--- src/logic/icirq_pkg.sv ---
// What this block does
// RULE_01: writing one to restart_gen_bit requests a start condition on the bus
// RULE_02: with done_timing_sel zero, completion flag rises in the ninth SCL cycle
// RULE_03: with done_timing_sel one, completion flag rises in the eighth SCL cycle
// RULE_04: channel interrupt uses one level register, vector sixteen at FFDA
// RULE_05: transfer completion request passes only while xfer_done_irq_en is one
// RULE_06: writing zero to the completion flag clears its pending request
// RULE_07: bus fault request gated by its enable, cleared by writing zero
// RULE_08: stop condition sets stop_seen_flag, gated by enable, cleared by zero
// RULE_09: arbitration loss sets arb_lost_flag, gated by enable, cleared by zero
// RULE_10: start condition sets start_seen_flag, gated by enable, zero clears it
// RULE_11: timing select only for reception, not first byte; else ninth cycle
// RULE_12: restart written with completion clear beats the next byte transfer
// RULE_13: disable clears most control bits and status, keeping bus fault pair; code also keeps stop_en and arb_en
// RULE_14: interrupt line high while any flag and its enable are both set
// RULE_15: writing one to a zero-clear flag leaves that flag unchanged
package icirq_pkg;

  localparam int DATA_W = 32;

  // register byte offsets
  localparam logic [11:0] OFS_CTRL_ONE  = 12'h000;
  localparam logic [11:0] OFS_CTRL_ZERO = 12'h004;
  localparam logic [11:0] OFS_CLK_CTRL  = 12'h008;
  localparam logic [11:0] OFS_PRIO      = 12'h00C;
  localparam logic [11:0] OFS_STATUS    = 12'h010;

  // bus_ctrl_reg_one fields
  localparam int B1_DONE_FLAG  = 0;
  localparam int B1_DONE_EN    = 1;
  localparam int B1_FAULT_FLAG = 2;
  localparam int B1_FAULT_EN   = 3;
  localparam int B1_RESTART    = 4;

  // bus_ctrl_reg_zero fields
  localparam int B0_STOP_FLAG  = 0;
  localparam int B0_STOP_EN    = 1;
  localparam int B0_ARB_FLAG   = 2;
  localparam int B0_ARB_EN     = 3;
  localparam int B0_START_FLAG = 4;
  localparam int B0_START_EN   = 5;
  localparam int B0_TIMING_SEL = 6;

  // clock_ctrl_reg and irq_priority_reg fields
  localparam int BC_ENABLE     = 0;
  localparam int BP_LEVEL_LSB  = 0;
  localparam int BP_VEC_NUM    = 8;
  localparam int BP_VEC_ADDR   = 16;

  // status fields
  localparam int BS_TX_DIR     = 0;
  localparam int BS_FIRST_BYTE = 1;
  localparam int BS_BUSY       = 2;
  localparam int BS_BIT_CNT    = 4;

  // interrupt channel identity
  localparam logic [19:0] LEVEL_REG_ADDR = 20'h0007D;
  localparam logic [7:0]  VECTOR_NUM     = 8'h10;
  localparam logic [15:0] VECTOR_ADDR    = 16'hFFDA;

  // reset values
  localparam logic [1:0]  RST_LEVEL      = 2'h3;
  localparam logic        RST_ENABLE     = 1'b0;

  // scl cycle numbers that end a byte
  localparam logic [3:0]  BIT_EIGHTH     = 4'h8;
  localparam logic [3:0]  BIT_NINTH      = 4'h9;

  typedef enum {
    SEL_NONE, SEL_CTRL_ONE, SEL_CTRL_ZERO, SEL_CLK_CTRL, SEL_PRIO, SEL_STATUS
  } icirq_sel_type;

  typedef struct packed {
    logic       scl_s1;
    logic       scl_s2;
    logic       scl_d;
    logic       sda_s1;
    logic       sda_s2;
    logic       sda_d;
    logic       busy;
    logic [3:0] bit_cnt;
    logic       start_p;
    logic       stop_p;
    logic       eighth_p;
    logic       ninth_p;
  } icirq_mon_type;

  typedef struct packed {
    logic              done_flag;
    logic              done_en;
    logic              fault_flag;
    logic              fault_en;
    logic              restart;
    logic              stop_flag;
    logic              stop_en;
    logic              arb_flag;
    logic              arb_en;
    logic              start_flag;
    logic              start_en;
    logic              timing_sel;
    logic              if_enable;
    logic [1:0]        level;
    logic [DATA_W-1:0] prdata;
    logic              pready;
    logic              pslverr;
    logic              irq;
    logic              next_byte;
  } icirq_state_type;

endpackage : icirq_pkg

--- src/logic/icirq_bus_mon.sv ---
`timescale 1ns/100ps
module icirq_bus_mon (
  input  wire logic clk_in,
  input  wire logic srst_in,
  input  wire logic enable_in,
  input  wire logic scl_in,
  input  wire logic sda_in,
  output logic      start_out,
  output logic      stop_out,
  output logic      eighth_out,
  output logic      ninth_out,
  output logic      busy_out,
  output logic [3:0] bit_cnt_out
);
  import icirq_pkg::*;

  icirq_mon_type r_r;
  icirq_mon_type r_nxt;
  logic          scl_hi;

  always_comb begin
    r_nxt = r_r;
    r_nxt.scl_s1   = scl_in;
    r_nxt.scl_s2   = r_r.scl_s1;
    r_nxt.scl_d    = r_r.scl_s2;
    r_nxt.sda_s1   = sda_in;
    r_nxt.sda_s2   = r_r.sda_s1;
    r_nxt.sda_d    = r_r.sda_s2;
    r_nxt.start_p  = 1'b0;
    r_nxt.stop_p   = 1'b0;
    r_nxt.eighth_p = 1'b0;
    r_nxt.ninth_p  = 1'b0;
    // sda edges only count while scl stays high across both samples
    scl_hi = r_r.scl_s2 & r_r.scl_d;
    if (!enable_in) begin
      r_nxt.busy    = 1'b0;
      r_nxt.bit_cnt = 4'h0;
    end else if (scl_hi && r_r.sda_d && !r_r.sda_s2) begin
      r_nxt.start_p = 1'b1;
      r_nxt.busy    = 1'b1;
      r_nxt.bit_cnt = 4'h0;
    end else if (scl_hi && !r_r.sda_d && r_r.sda_s2) begin
      r_nxt.stop_p  = 1'b1;
      r_nxt.busy    = 1'b0;
      r_nxt.bit_cnt = 4'h0;
    end else if (r_r.busy && r_r.scl_s2 && !r_r.scl_d) begin
      r_nxt.bit_cnt = r_r.bit_cnt + 4'h1;
    end else if (r_r.busy && !r_r.scl_s2 && r_r.scl_d) begin
      if (r_r.bit_cnt == BIT_EIGHTH) begin
        r_nxt.eighth_p = 1'b1;
      end else if (r_r.bit_cnt == BIT_NINTH) begin
        r_nxt.ninth_p = 1'b1;
        r_nxt.bit_cnt = 4'h0;
      end
    end
  end

  always_ff @(posedge clk_in) begin
    if (srst_in) begin
      r_r <= '{scl_s1: 1'b1, scl_s2: 1'b1, scl_d: 1'b1,
               sda_s1: 1'b1, sda_s2: 1'b1, sda_d: 1'b1, default: '0};
    end else begin
      r_r <= r_nxt;
    end
  end

  assign start_out   = r_r.start_p;
  assign stop_out    = r_r.stop_p;
  assign eighth_out  = r_r.eighth_p;
  assign ninth_out   = r_r.ninth_p;
  assign busy_out    = r_r.busy;
  assign bit_cnt_out = r_r.bit_cnt;

endmodule : icirq_bus_mon

--- src/logic/icirq_top.sv ---
`timescale 1ns/100ps
module icirq_top #(
  parameter int ADDR_W = 12
) (
  input  wire logic                         CLK_IN,
  input  wire logic                         SRST_IN,
  input  wire logic                         PSEL_IN,
  input  wire logic                         PENABLE_IN,
  input  wire logic                         PWRITE_IN,
  input  wire logic [ADDR_W-1:0]            PADDR_IN,
  input  wire logic [icirq_pkg::DATA_W-1:0] PWDATA_IN,
  input  wire logic [3:0]                   PSTRB_IN,
  input  wire logic                         SCL_IN,
  input  wire logic                         SDA_IN,
  input  wire logic                         TRANSMIT_DIR_BIT_IN,
  input  wire logic                         FIRST_BYTE_BIT_IN,
  input  wire logic                         BUS_FAULT_IN,
  input  wire logic                         ARB_LOST_IN,
  output logic [icirq_pkg::DATA_W-1:0]      PRDATA_OUT,
  output logic                              PREADY_OUT,
  output logic                              PSLVERR_OUT,
  output logic                              IRQ_OUT,
  output logic [1:0]                        IRQ_LEVEL_OUT,
  output logic                              RESTART_REQ_OUT,
  output logic                              NEXT_BYTE_OUT
);
  import icirq_pkg::*;

  if (ADDR_W < 5) begin : g_addr_check
    $error("ADDR_W too narrow for the register map");
  end

  icirq_state_type r_r;
  icirq_state_type r_nxt;

  logic            mon_start;
  logic            mon_stop;
  logic            mon_eighth;
  logic            mon_ninth;
  logic            mon_busy;
  logic [3:0]      mon_bit_cnt;

  logic            setup_phase;
  logic            wr_take;
  icirq_sel_type   rd_sel;
  icirq_sel_type   wr_sel;
  logic            reception;
  logic            done_event;
  logic            fault_event;
  logic            arb_event;
  logic            stop_event;
  logic            start_event;
  logic            restart_wr;
  logic            done_clr_wr;

  function automatic icirq_sel_type decode(input logic [ADDR_W-1:0] addr);
    logic [11:0] a;
    a = 12'(addr);
    if (ADDR_W > 12 && (addr >> 12) != '0) begin
      decode = SEL_NONE;
    end else if (a == OFS_CTRL_ONE) begin
      decode = SEL_CTRL_ONE;
    end else if (a == OFS_CTRL_ZERO) begin
      decode = SEL_CTRL_ZERO;
    end else if (a == OFS_CLK_CTRL) begin
      decode = SEL_CLK_CTRL;
    end else if (a == OFS_PRIO) begin
      decode = SEL_PRIO;
    end else if (a == OFS_STATUS) begin
      decode = SEL_STATUS;
    end else begin
      decode = SEL_NONE;
    end
  endfunction : decode

  function automatic logic any_request(input icirq_state_type s);
    any_request = (s.done_flag  & s.done_en)  |
                  (s.fault_flag & s.fault_en) |
                  (s.stop_flag  & s.stop_en)  |
                  (s.arb_flag   & s.arb_en)   |
                  (s.start_flag & s.start_en);
  endfunction : any_request

  function automatic logic [DATA_W-1:0] read_word(
    input icirq_sel_type   sel,
    input icirq_state_type s,
    input logic            tx_dir,
    input logic            first_byte,
    input logic            busy,
    input logic [3:0]      bit_cnt
  );
    logic [DATA_W-1:0] w;
    w = '0;
    case (sel)
      SEL_CTRL_ONE: begin
        w[B1_DONE_FLAG]  = s.done_flag;
        w[B1_DONE_EN]    = s.done_en;
        w[B1_FAULT_FLAG] = s.fault_flag;
        w[B1_FAULT_EN]   = s.fault_en;
        w[B1_RESTART]    = s.restart;
      end
      SEL_CTRL_ZERO: begin
        w[B0_STOP_FLAG]  = s.stop_flag;
        w[B0_STOP_EN]    = s.stop_en;
        w[B0_ARB_FLAG]   = s.arb_flag;
        w[B0_ARB_EN]     = s.arb_en;
        w[B0_START_FLAG] = s.start_flag;
        w[B0_START_EN]   = s.start_en;
        w[B0_TIMING_SEL] = s.timing_sel;
      end
      SEL_CLK_CTRL: begin
        w[BC_ENABLE] = s.if_enable;
      end
      SEL_PRIO: begin
        w[BP_LEVEL_LSB+:2] = s.level;
        w[BP_VEC_NUM+:8]   = VECTOR_NUM;  // RULE_04
        w[BP_VEC_ADDR+:16] = VECTOR_ADDR; // RULE_04
      end
      SEL_STATUS: begin
        w[BS_TX_DIR]       = tx_dir;
        w[BS_FIRST_BYTE]   = first_byte;
        w[BS_BUSY]         = busy;
        w[BS_BIT_CNT+:4]   = bit_cnt;
      end
      default: begin
        w = '0;
      end
    endcase
    read_word = w;
  endfunction : read_word

  icirq_bus_mon u_bus_mon (
    .clk_in      (CLK_IN),
    .srst_in     (SRST_IN),
    .enable_in   (r_r.if_enable),
    .scl_in      (SCL_IN),
    .sda_in      (SDA_IN),
    .start_out   (mon_start),
    .stop_out    (mon_stop),
    .eighth_out  (mon_eighth),
    .ninth_out   (mon_ninth),
    .busy_out    (mon_busy),
    .bit_cnt_out (mon_bit_cnt)
  );

  always_comb begin
    r_nxt       = r_r;
    r_nxt.pready    = 1'b0;
    r_nxt.pslverr   = 1'b0;
    r_nxt.next_byte = 1'b0;

    // apb: ready is registered, so every transfer has one access cycle
    setup_phase = PSEL_IN & ~PENABLE_IN;
    wr_take     = PSEL_IN & PENABLE_IN & r_r.pready & PWRITE_IN;
    rd_sel      = decode(PADDR_IN);
    wr_sel      = wr_take ? decode(PADDR_IN) : SEL_NONE;
    if (setup_phase) begin
      r_nxt.pready  = 1'b1;
      r_nxt.pslverr = (rd_sel == SEL_NONE);
      r_nxt.prdata  = PWRITE_IN ? '0 :
                      read_word(rd_sel, r_r, TRANSMIT_DIR_BIT_IN,
                                FIRST_BYTE_BIT_IN, mon_busy, mon_bit_cnt);
    end

    // bus events, ignored while the interface is off
    reception   = ~TRANSMIT_DIR_BIT_IN & ~FIRST_BYTE_BIT_IN;
    done_event  = r_r.if_enable &
                  ((mon_eighth & reception & r_r.timing_sel) | // RULE_03
                   (mon_ninth & ~(reception & r_r.timing_sel))); // RULE_02 RULE_11
    fault_event = r_r.if_enable & BUS_FAULT_IN;
    arb_event   = r_r.if_enable & ARB_LOST_IN;
    stop_event  = r_r.if_enable & mon_stop;
    start_event = r_r.if_enable & mon_start;

    restart_wr  = 1'b0;
    done_clr_wr = 1'b0;

    if (wr_sel == SEL_CTRL_ONE && PSTRB_IN[0]) begin
      r_nxt.done_en  = PWDATA_IN[B1_DONE_EN];
      r_nxt.fault_en = PWDATA_IN[B1_FAULT_EN];
      // writing one keeps a flag, zero clears it
      if (!PWDATA_IN[B1_DONE_FLAG]) begin // RULE_15
        r_nxt.done_flag = 1'b0; // RULE_06
        done_clr_wr     = r_r.done_flag;
      end
      if (!PWDATA_IN[B1_FAULT_FLAG]) begin // RULE_15
        r_nxt.fault_flag = 1'b0; // RULE_07
      end
      if (PWDATA_IN[B1_RESTART]) begin
        r_nxt.restart = 1'b1; // RULE_01
        restart_wr    = 1'b1;
      end
    end else if (wr_sel == SEL_CTRL_ZERO && PSTRB_IN[0]) begin
      r_nxt.stop_en    = PWDATA_IN[B0_STOP_EN];
      r_nxt.arb_en     = PWDATA_IN[B0_ARB_EN];
      r_nxt.start_en   = PWDATA_IN[B0_START_EN];
      r_nxt.timing_sel = PWDATA_IN[B0_TIMING_SEL];
      if (!PWDATA_IN[B0_STOP_FLAG]) begin // RULE_15
        r_nxt.stop_flag = 1'b0; // RULE_08
      end
      if (!PWDATA_IN[B0_ARB_FLAG]) begin // RULE_15
        r_nxt.arb_flag = 1'b0; // RULE_09
      end
      if (!PWDATA_IN[B0_START_FLAG]) begin // RULE_15
        r_nxt.start_flag = 1'b0; // RULE_10
      end
    end else if (wr_sel == SEL_CLK_CTRL && PSTRB_IN[0]) begin
      r_nxt.if_enable = PWDATA_IN[BC_ENABLE];
    end else if (wr_sel == SEL_PRIO && PSTRB_IN[0]) begin
      r_nxt.level = PWDATA_IN[BP_LEVEL_LSB+:2]; // RULE_04
    end

    // releasing the completion flag lets the core move on, unless a
    // restart arrives in the same write and wins
    if (done_clr_wr && !restart_wr) begin // RULE_12
      r_nxt.next_byte = 1'b1;
    end

    // restart request drops once the start is seen on the wires
    if (start_event && !restart_wr) begin
      r_nxt.restart = 1'b0;
    end

    // events set after clears so a coincident clear cannot lose one
    if (done_event) begin
      r_nxt.done_flag = 1'b1;
    end
    if (fault_event) begin
      r_nxt.fault_flag = 1'b1;
    end
    if (stop_event) begin
      r_nxt.stop_flag = 1'b1; // RULE_08
    end
    if (arb_event) begin
      r_nxt.arb_flag = 1'b1; // RULE_09
    end
    if (start_event) begin
      r_nxt.start_flag = 1'b1; // RULE_10
    end

    // interface off: bus fault pair survives so a fault is not hidden
    if (!r_nxt.if_enable) begin // RULE_13
      r_nxt.start_en   = 1'b0;
      r_nxt.timing_sel = 1'b0;
      r_nxt.done_flag  = 1'b0;
      r_nxt.done_en    = 1'b0;
      r_nxt.restart    = 1'b0;
      r_nxt.stop_flag  = 1'b0;
      r_nxt.arb_flag   = 1'b0;
      r_nxt.start_flag = 1'b0;
      r_nxt.next_byte  = 1'b0;
    end

    // each flag reaches the line only through its enable
    r_nxt.irq = any_request(r_nxt); // RULE_05 RULE_07 RULE_14
  end

  always_ff @(posedge CLK_IN) begin
    if (SRST_IN) begin
      r_r           <= '0;
      r_r.level     <= RST_LEVEL;
      r_r.if_enable <= RST_ENABLE;
    end else begin
      r_r <= r_nxt;
    end
  end

  assign PRDATA_OUT      = r_r.prdata;
  assign PREADY_OUT      = r_r.pready;
  assign PSLVERR_OUT     = r_r.pslverr;
  assign IRQ_OUT         = r_r.irq;
  assign IRQ_LEVEL_OUT   = r_r.level;
  assign RESTART_REQ_OUT = r_r.restart;
  assign NEXT_BYTE_OUT   = r_r.next_byte;

endmodule : icirq_top
--- config.mk ---
export PLATFORM = sky130hd
export DESIGN_NAME = icirq_top
export DESIGN_NICKNAME = d
export VERILOG_FILES = /design/src/logic/icirq_pkg.sv /design/src/logic/icirq_bus_mon.sv /design/src/logic/icirq_top.sv
export SDC_FILE = /design/constraint.sdc
export NUM_CORES = 1
export LEC_CHECK = 0
export ABC_AREA = 1
export BUFFER_PORTS_ARGS = -buffer_cell sky130_fd_sc_hd__buf_2
export CAP_MARGIN = 20
export CORE_UTILIZATION = 49
export CTS_BUF_LIST = sky130_fd_sc_hd__clkbuf_4
export CTS_CLUSTER_SIZE = 14
export DETAILED_ROUTE_END_ITERATION = 16
export GPL_TIMING_DRIVEN = 0
export HOLD_SLACK_MARGIN = 0.1
export MAX_ROUTING_LAYER = met4
export PLACE_DENSITY_LB_ADDON = 0.25
export REMOVE_ABC_BUFFERS = 1
export SLEW_MARGIN = 30
export SYNTH_ARGS = -nofsm -noshare
export SYNTH_HDL_FRONTEND = slang
export SYNTH_SLANG_ARGS = --single-unit
--- constraint.sdc ---
create_clock -name CLK_IN -period 1.8 [get_ports CLK_IN]
set_input_delay 0.09 -clock CLK_IN [delete_from_list [all_inputs] [get_ports CLK_IN]]
set_output_delay 0.09 -clock CLK_IN [all_outputs]
set_load 0.03 [all_outputs]
Word level (Yosys, flattened, before mapping)
Cells that the tools add are included.

operators by class
  add/sub/neg operators = 1
  equal/unequal tests = 16
  multiplexer cells = 54
  bitwise gates (word level) = 36
  reduce and logical (&&, ||, !) cells = 36

operators with widths
  operator               count
  $eq A32 B3 Y1 const B  4
  $eq A32 B2 Y1 const B  3
  $mux W32               2
  $eq A32 B1 Y1 const B  1
  $eq A32 B4 Y1 const B  1
  $logic_not A32 Y1      1
  $mux W1                25
  $eq A12 B4 Y1 const B  2
  $mux W24               1
  $mux W3                7
  $and A1 B1 Y1          20
  $mux W4                5
  $logic_and A1 B1 Y1    14
  $eq A12 B3 Y1 const B  1
  $eq A12 B5 Y1 const B  1
  $logic_not A12 Y1      1
  $not A1 Y1             11
  $mux W10               1
  $mux W5                2
  $eq A4 B4 Y1 const B   2
  $mux W2                4
  $mux W7                1
  $reduce_or A7 Y1       1
  $pmux W1 S3            2
  16 further kinds       30

storage, ports and cells
  register bits = 66
  input bits = 59

Logic depth before layout (Yosys ltp)
  word-level depth = 19
  mapped depth = 11

Cells and area by module
From an unflattened synthesis, not the netlist that was laid out.

second synthesis, totals
  cell total of the unflattened synthesis = 328
  area, all modules = 2458.6 um^2

modules (own cells, without submodules)
  module         times used  cells an instance  area each (um^2)  sequential area each (um^2)
  icirq_top      1           256                1845.5            560.5
  icirq_bus_mon  1           72                 613.1             300.3

Worst setup path before layout
Ideal clock, no wire load.

  path kind = register to register
  from = register r_r, in the netlist PREADY_OUT
  to = register r_r, in the netlist IRQ_OUT
  arrival time = 1390 ps
  data required time = 1688 ps
  path slack = 298 ps
  cell stages (with the launch flop) = 10
  clock period less this slack = 1502 ps
  path through = dfxtp_1 -> nand2_1 -> nor2_4 -> nand3_2 -> o21ai_1 -> nand2_1 -> nand3_1 -> nand2_1 -> inv_1 -> nand2_1

on the way
  longest elaborated chain between the ends = 14

ends and longest elaborated chain
  what                             line              source
  start: declaration               icirq_top.sv:33   icirq_state_type r_r;
  start signal: assignment         icirq_top.sv:264  r_r <= r_nxt;
  $and A1 B1 Y1 (*) (2 in series)  icirq_top.sv:154  wr_take = PSEL_IN & PENABLE_IN & r_r.pready & PWRITE_IN;
  $mux W32 (*)                     icirq_top.sv:156  wr_sel = wr_take ? decode(PADDR_IN) : SEL_NONE;
  $eq A32 B3 Y1                    icirq_top.sv:207  end else if (wr_sel == SEL_CLK_CTRL && PSTRB_IN[0]) begin
  $logic_and A1 B1 Y1              icirq_top.sv:207
  $mux W1                          icirq_top.sv:207
  $mux W3                          icirq_top.sv:193  end else if (wr_sel == SEL_CTRL_ZERO && PSTRB_IN[0]) begin
  $mux W10                         icirq_top.sv:178  if (wr_sel == SEL_CTRL_ONE && PSTRB_IN[0]) begin
  $mux W2                          icirq_top.sv:242  if (!r_nxt.if_enable) begin
  $and A1 B1 Y1                    icirq_top.sv:77   any_request = (s.done_flag & s.done_en) |
  $or A1 B1 Y1                     icirq_top.sv:77
  $or A1 B1 Y1                     icirq_top.sv:78   (s.fault_flag & s.fault_en) |
  $or A1 B1 Y1                     icirq_top.sv:79   (s.stop_flag & s.stop_en) |
  $or A1 B1 Y1 (*)                 icirq_top.sv:80   (s.arb_flag & s.arb_en) |

Mark *: on every way between the ends. The rest lies on a longest branch, timed or not.
A chain may end at the register's enable or synchronous reset.

Final worst setup path
  from = input port PADDR_IN[3]
  to = register r_r, in the netlist IRQ_OUT

on the way
  longest elaborated chain between the ends = 18

ends and longest elaborated chain
  what                line              source
  start: declaration  icirq_top.sv:10   input wire logic [ADDR_W-1:0] PADDR_IN,
  $eq A12 B5 Y1       icirq_top.sv:69   end else if (a == OFS_STATUS) begin
  $mux W3             icirq_top.sv:69
  $mux W3             icirq_top.sv:67   end else if (a == OFS_PRIO) begin
  $mux W3             icirq_top.sv:65   end else if (a == OFS_CLK_CTRL) begin
  $mux W3             icirq_top.sv:63   end else if (a == OFS_CTRL_ZERO) begin
  $mux W3 (*)         icirq_top.sv:61   end else if (a == OFS_CTRL_ONE) begin
  $mux W32 (*)        icirq_top.sv:156
  $eq A32 B3 Y1       icirq_top.sv:207
  [2 not listed]      -
  $mux W3             icirq_top.sv:193
  $mux W10            icirq_top.sv:178
  $mux W2             icirq_top.sv:242
  $and A1 B1 Y1       icirq_top.sv:77
  $or A1 B1 Y1        icirq_top.sv:77
  $or A1 B1 Y1        icirq_top.sv:78
  $or A1 B1 Y1        icirq_top.sv:79
  $or A1 B1 Y1 (*)    icirq_top.sv:80

Marked as above.

==> results.sh <==
export IMPL_status="finished clean"
export IMPL_hold_start="PWRITE_IN"
export IMPL_grt_ovfl_total=0
export IMPL_cts_sinks=43
export IMPL_synthesis_area_sq_um=2293
export IMPL_clk_latency_ns=0.35
export IMPL_period_minus_slack_ns=1.580
export IMPL_die_w_um=70.42
export IMPL_r2r_cells=9
export IMPL_grt_usage_pct=21.24
export IMPL_pre_cts_slack_ns=-0.1661
export IMPL_core_sq_um=4414
export IMPL_drt_iter0_markers=88
export IMPL_finalSetupViolations=0
export IMPL_synth_cell_types=30
export IMPL_final_antenna_net_count=0
export IMPL_htreeDepth=2
export IMPL_min_path_type="input pin to flop"
export IMPL_final_hold_viol_count=0
export IMPL_wire_per_inst_um=11.33
export IMPL_grt_max_degree=23
export IMPL_netlist_instances=322
export IMPL_area_growth_syn_to_layout_pct=11.13
export IMPL_whs_endpoint="PRDATA_OUT[5]$_SDFFE_PP0P_"
export IMPL_end_kind="flop"
export IMPL_drive_gt1_share_pct=23.10
export IMPL_reg2reg_to="IRQ_OUT$_SDFF_PP0_"
export IMPL_grt_pass1_wl_um=8169
export IMPL_num_nets_final=429
export IMPL_synth_yosys_seq_area_share_pct=37.53
export IMPL_crit_required_ns=2.06
export IMPL_pin_count=98
export IMPL_finClkSkew_ns=0.002219
export IMPL_num_vias=2099
export IMPL_maxSlewHeadroom_pct=46.95
export IMPL_critPathMaxFanout=12
export IMPL_ir_worst_vdd_uv=484.4
export IMPL_fmax_mhz=633.0
export IMPL_tightest_slew_ns=0.7928
export IMPL_die_h_um=70.42
export IMPL_cts_tree="built"
export IMPL_slew_viol_final=0
export IMPL_rrSetupSlack_ns=0.25
export IMPL_critPathKind="input pin to flop"
export IMPL_clk_pin_slew_worst_paths_ns=0.12
export IMPL_hpwl_um=3545
export IMPL_routed_wirelength_um=4760
export IMPL_gp_congestion=0.8321
export IMPL_cts_root_buf="clkbuf_4"
export IMPL_rows=24
export IMPL_crit_path_start_kind="input pin"
export IMPL_antenna_found_initial=0
export IMPL_vias_per_cell=4.998
export IMPL_cp_arrival_ns=1.84
export IMPL_layout_common_cells="nand2_1 (68), buf_2 (59), dfxtp_1 (43)"
export IMPL_first_pass_iters=4
export IMPL_fp_dieArea_sq_um=4958
export IMPL_ys_ff_latch=43
export IMPL_finalWorstSetupSlack_ns=0.2203
export IMPL_drc=0
export IMPL_ys_warnings_count=0
export IMPL_final_common_cell="nand2_1"
export IMPL_leakage_uw=0.001158
export IMPL_hold_depth=4
export IMPL_fin_crit_sh_pct=87.76
export IMPL_powerDensity_nw_per_um2=615.0
export IMPL_rsz0062_at_grt="false"
export IMPL_grt_pass1_vias=1940
export IMPL_max_cap_viol_count=0
export IMPL_cts_buffers=5
export IMPL_syn_avg_cell_area_sq_um=7.123
export IMPL_portBuffers=59
export IMPL_start_util_pct=51.96
export IMPL_worstReg2RegStart="PREADY_OUT$_SDFF_PP0_"
export IMPL_final_util_pct=57.74
export IMPL_cts_buffer_depth=2
export IMPL_n_antenna_cell=0
[critical path, cell delays in order]
cell and delay (ns):
buf_2 0.11, inv_1 0.08, nand2_1 0.05, nor2_1 0.62, nand3_2 0.34, o21ai_1 0.25, nand2_1 0.09, nand3_1 0.07
nand2_1 0.06, inv_1 0.05, nand2_1 0.04
[Yosys cell counts (all sizes together)]
cell type / instances / area, sq um
nand2: 72 / 280.3
dfxtp: 43 / 860.8
buf: 38 / 290.3
inv: 36 / 135.1
nand3: 31 / 160.1
nor2: 29 / 141.4
a21oi: 22 / 110.1
o21ai: 14 / 70.07
nand4: 10 / 68.81
nor3: 6 / 35.03
o211ai: 4 / 30.03
or2: 4 / 25.02
clkbuf: 3 / 11.26
ha: 3 / 37.54
clkinv: 2 / 7.510
a22oi: 1 / 7.510
a31oi: 1 / 6.260
conb: 1 / 3.750
nor4: 1 / 6.260
o22ai: 1 / 6.260
[state kept, by name, indices dropped and copies added, names as in the netlist, 2 cells and up]
| signal | count |
|---|---|
| IRQ_LEVEL_OUT | 2 |
| PRDATA_OUT | 9 |
| r_r | 12 |
| u_bus_mon.bit_cnt_out | 4 |
| u_bus_mon.r_nxt | 4 |
| u_bus_mon.r_r | 2 |
[logic make-up after synthesis]
| group | synth area share [%] |
|---|---|
| AO/OA/AOI/OAI | 10.04 |
| adder cells (fa/ha/maj) | 1.637 |
| flip-flops | 37.53 |
| other | 0.1635 |
| AND/OR/NAND/NOR | 31.26 |
| buffers and inverters | 19.37 |
[per-stage QoR]
step                      std cells  setup TNS [ns]  total power (uW)  hold WS, ns  area [sq um]
after global routing            420               0              1633       0.1567          2549
final                           420               0              1567       0.1332          2549
after global placement          401         -0.1207              1107       0.2734          2386
after CTS                       420               0              1576       0.1326          2549
after detailed placement        401         -0.1661              1109       0.2775          2386
after floorplan                 290          -19.46              1053       0.1591          2026
[layer usage]
layer | global-route usage, % | part of all wire, % | up-vias
met3 | 3.319 | 5.4 | 16
met1 | 26.50 | 48 | 927
met4 | 12.00 | 3.6 | 0
li1 | - | - | 1086
met2 | 32.59 | 44 | 70
met5 | - | 0 | -
[timing repair]
action,4_1_cts,5_1_grt
setup buffers,0,0
endpoints found under the setup margin,0,0
gates resized for setup,0,0
endpoints found under the hold margin,13,0
hold buffers,11,0
[power breakdown]
part           switching, uW  internal (uW)  leakage [uW]
Clock                    301            160     0.0000307
Combinational           91.8           53.1      0.000779
Sequential              2.85            958      0.000348
[final cells by class]
| cell class | count | area, sq um |
|---|---|---|
| multi-input combinational | 209 | 1022 |
| sequential | 43 | 860.8 |
| inverter | 38 | 142.6 |
| fill | 432 | 1866 |
| tap | 52 | 65.06 |
| timing repair buffer | 70 | 405.4 |
| clock inverter | 2 | 7.507 |
| clock buffer | 6 | 45.04 |
[how the worst max path moves through the flow]
stage / from / endpoint / cells after the start
floorplan: PRDATA_OUT[30]$_SDFFE_PP0P_ / PRDATA_OUT[30]$_SDFFE_PP0P_ / 2
global placement: PADDR_IN[3] / IRQ_OUT$_SDFF_PP0_ / 11
detailed placement: PADDR_IN[3] / IRQ_OUT$_SDFF_PP0_ / 11
CTS: PADDR_IN[3] / IRQ_OUT$_SDFF_PP0_ / 11
global route: PADDR_IN[3] / IRQ_OUT$_SDFF_PP0_ / 11
finish: PADDR_IN[3] / IRQ_OUT$_SDFF_PP0_ / 11
No activity file was read; power rests on OpenSTA's default activity.
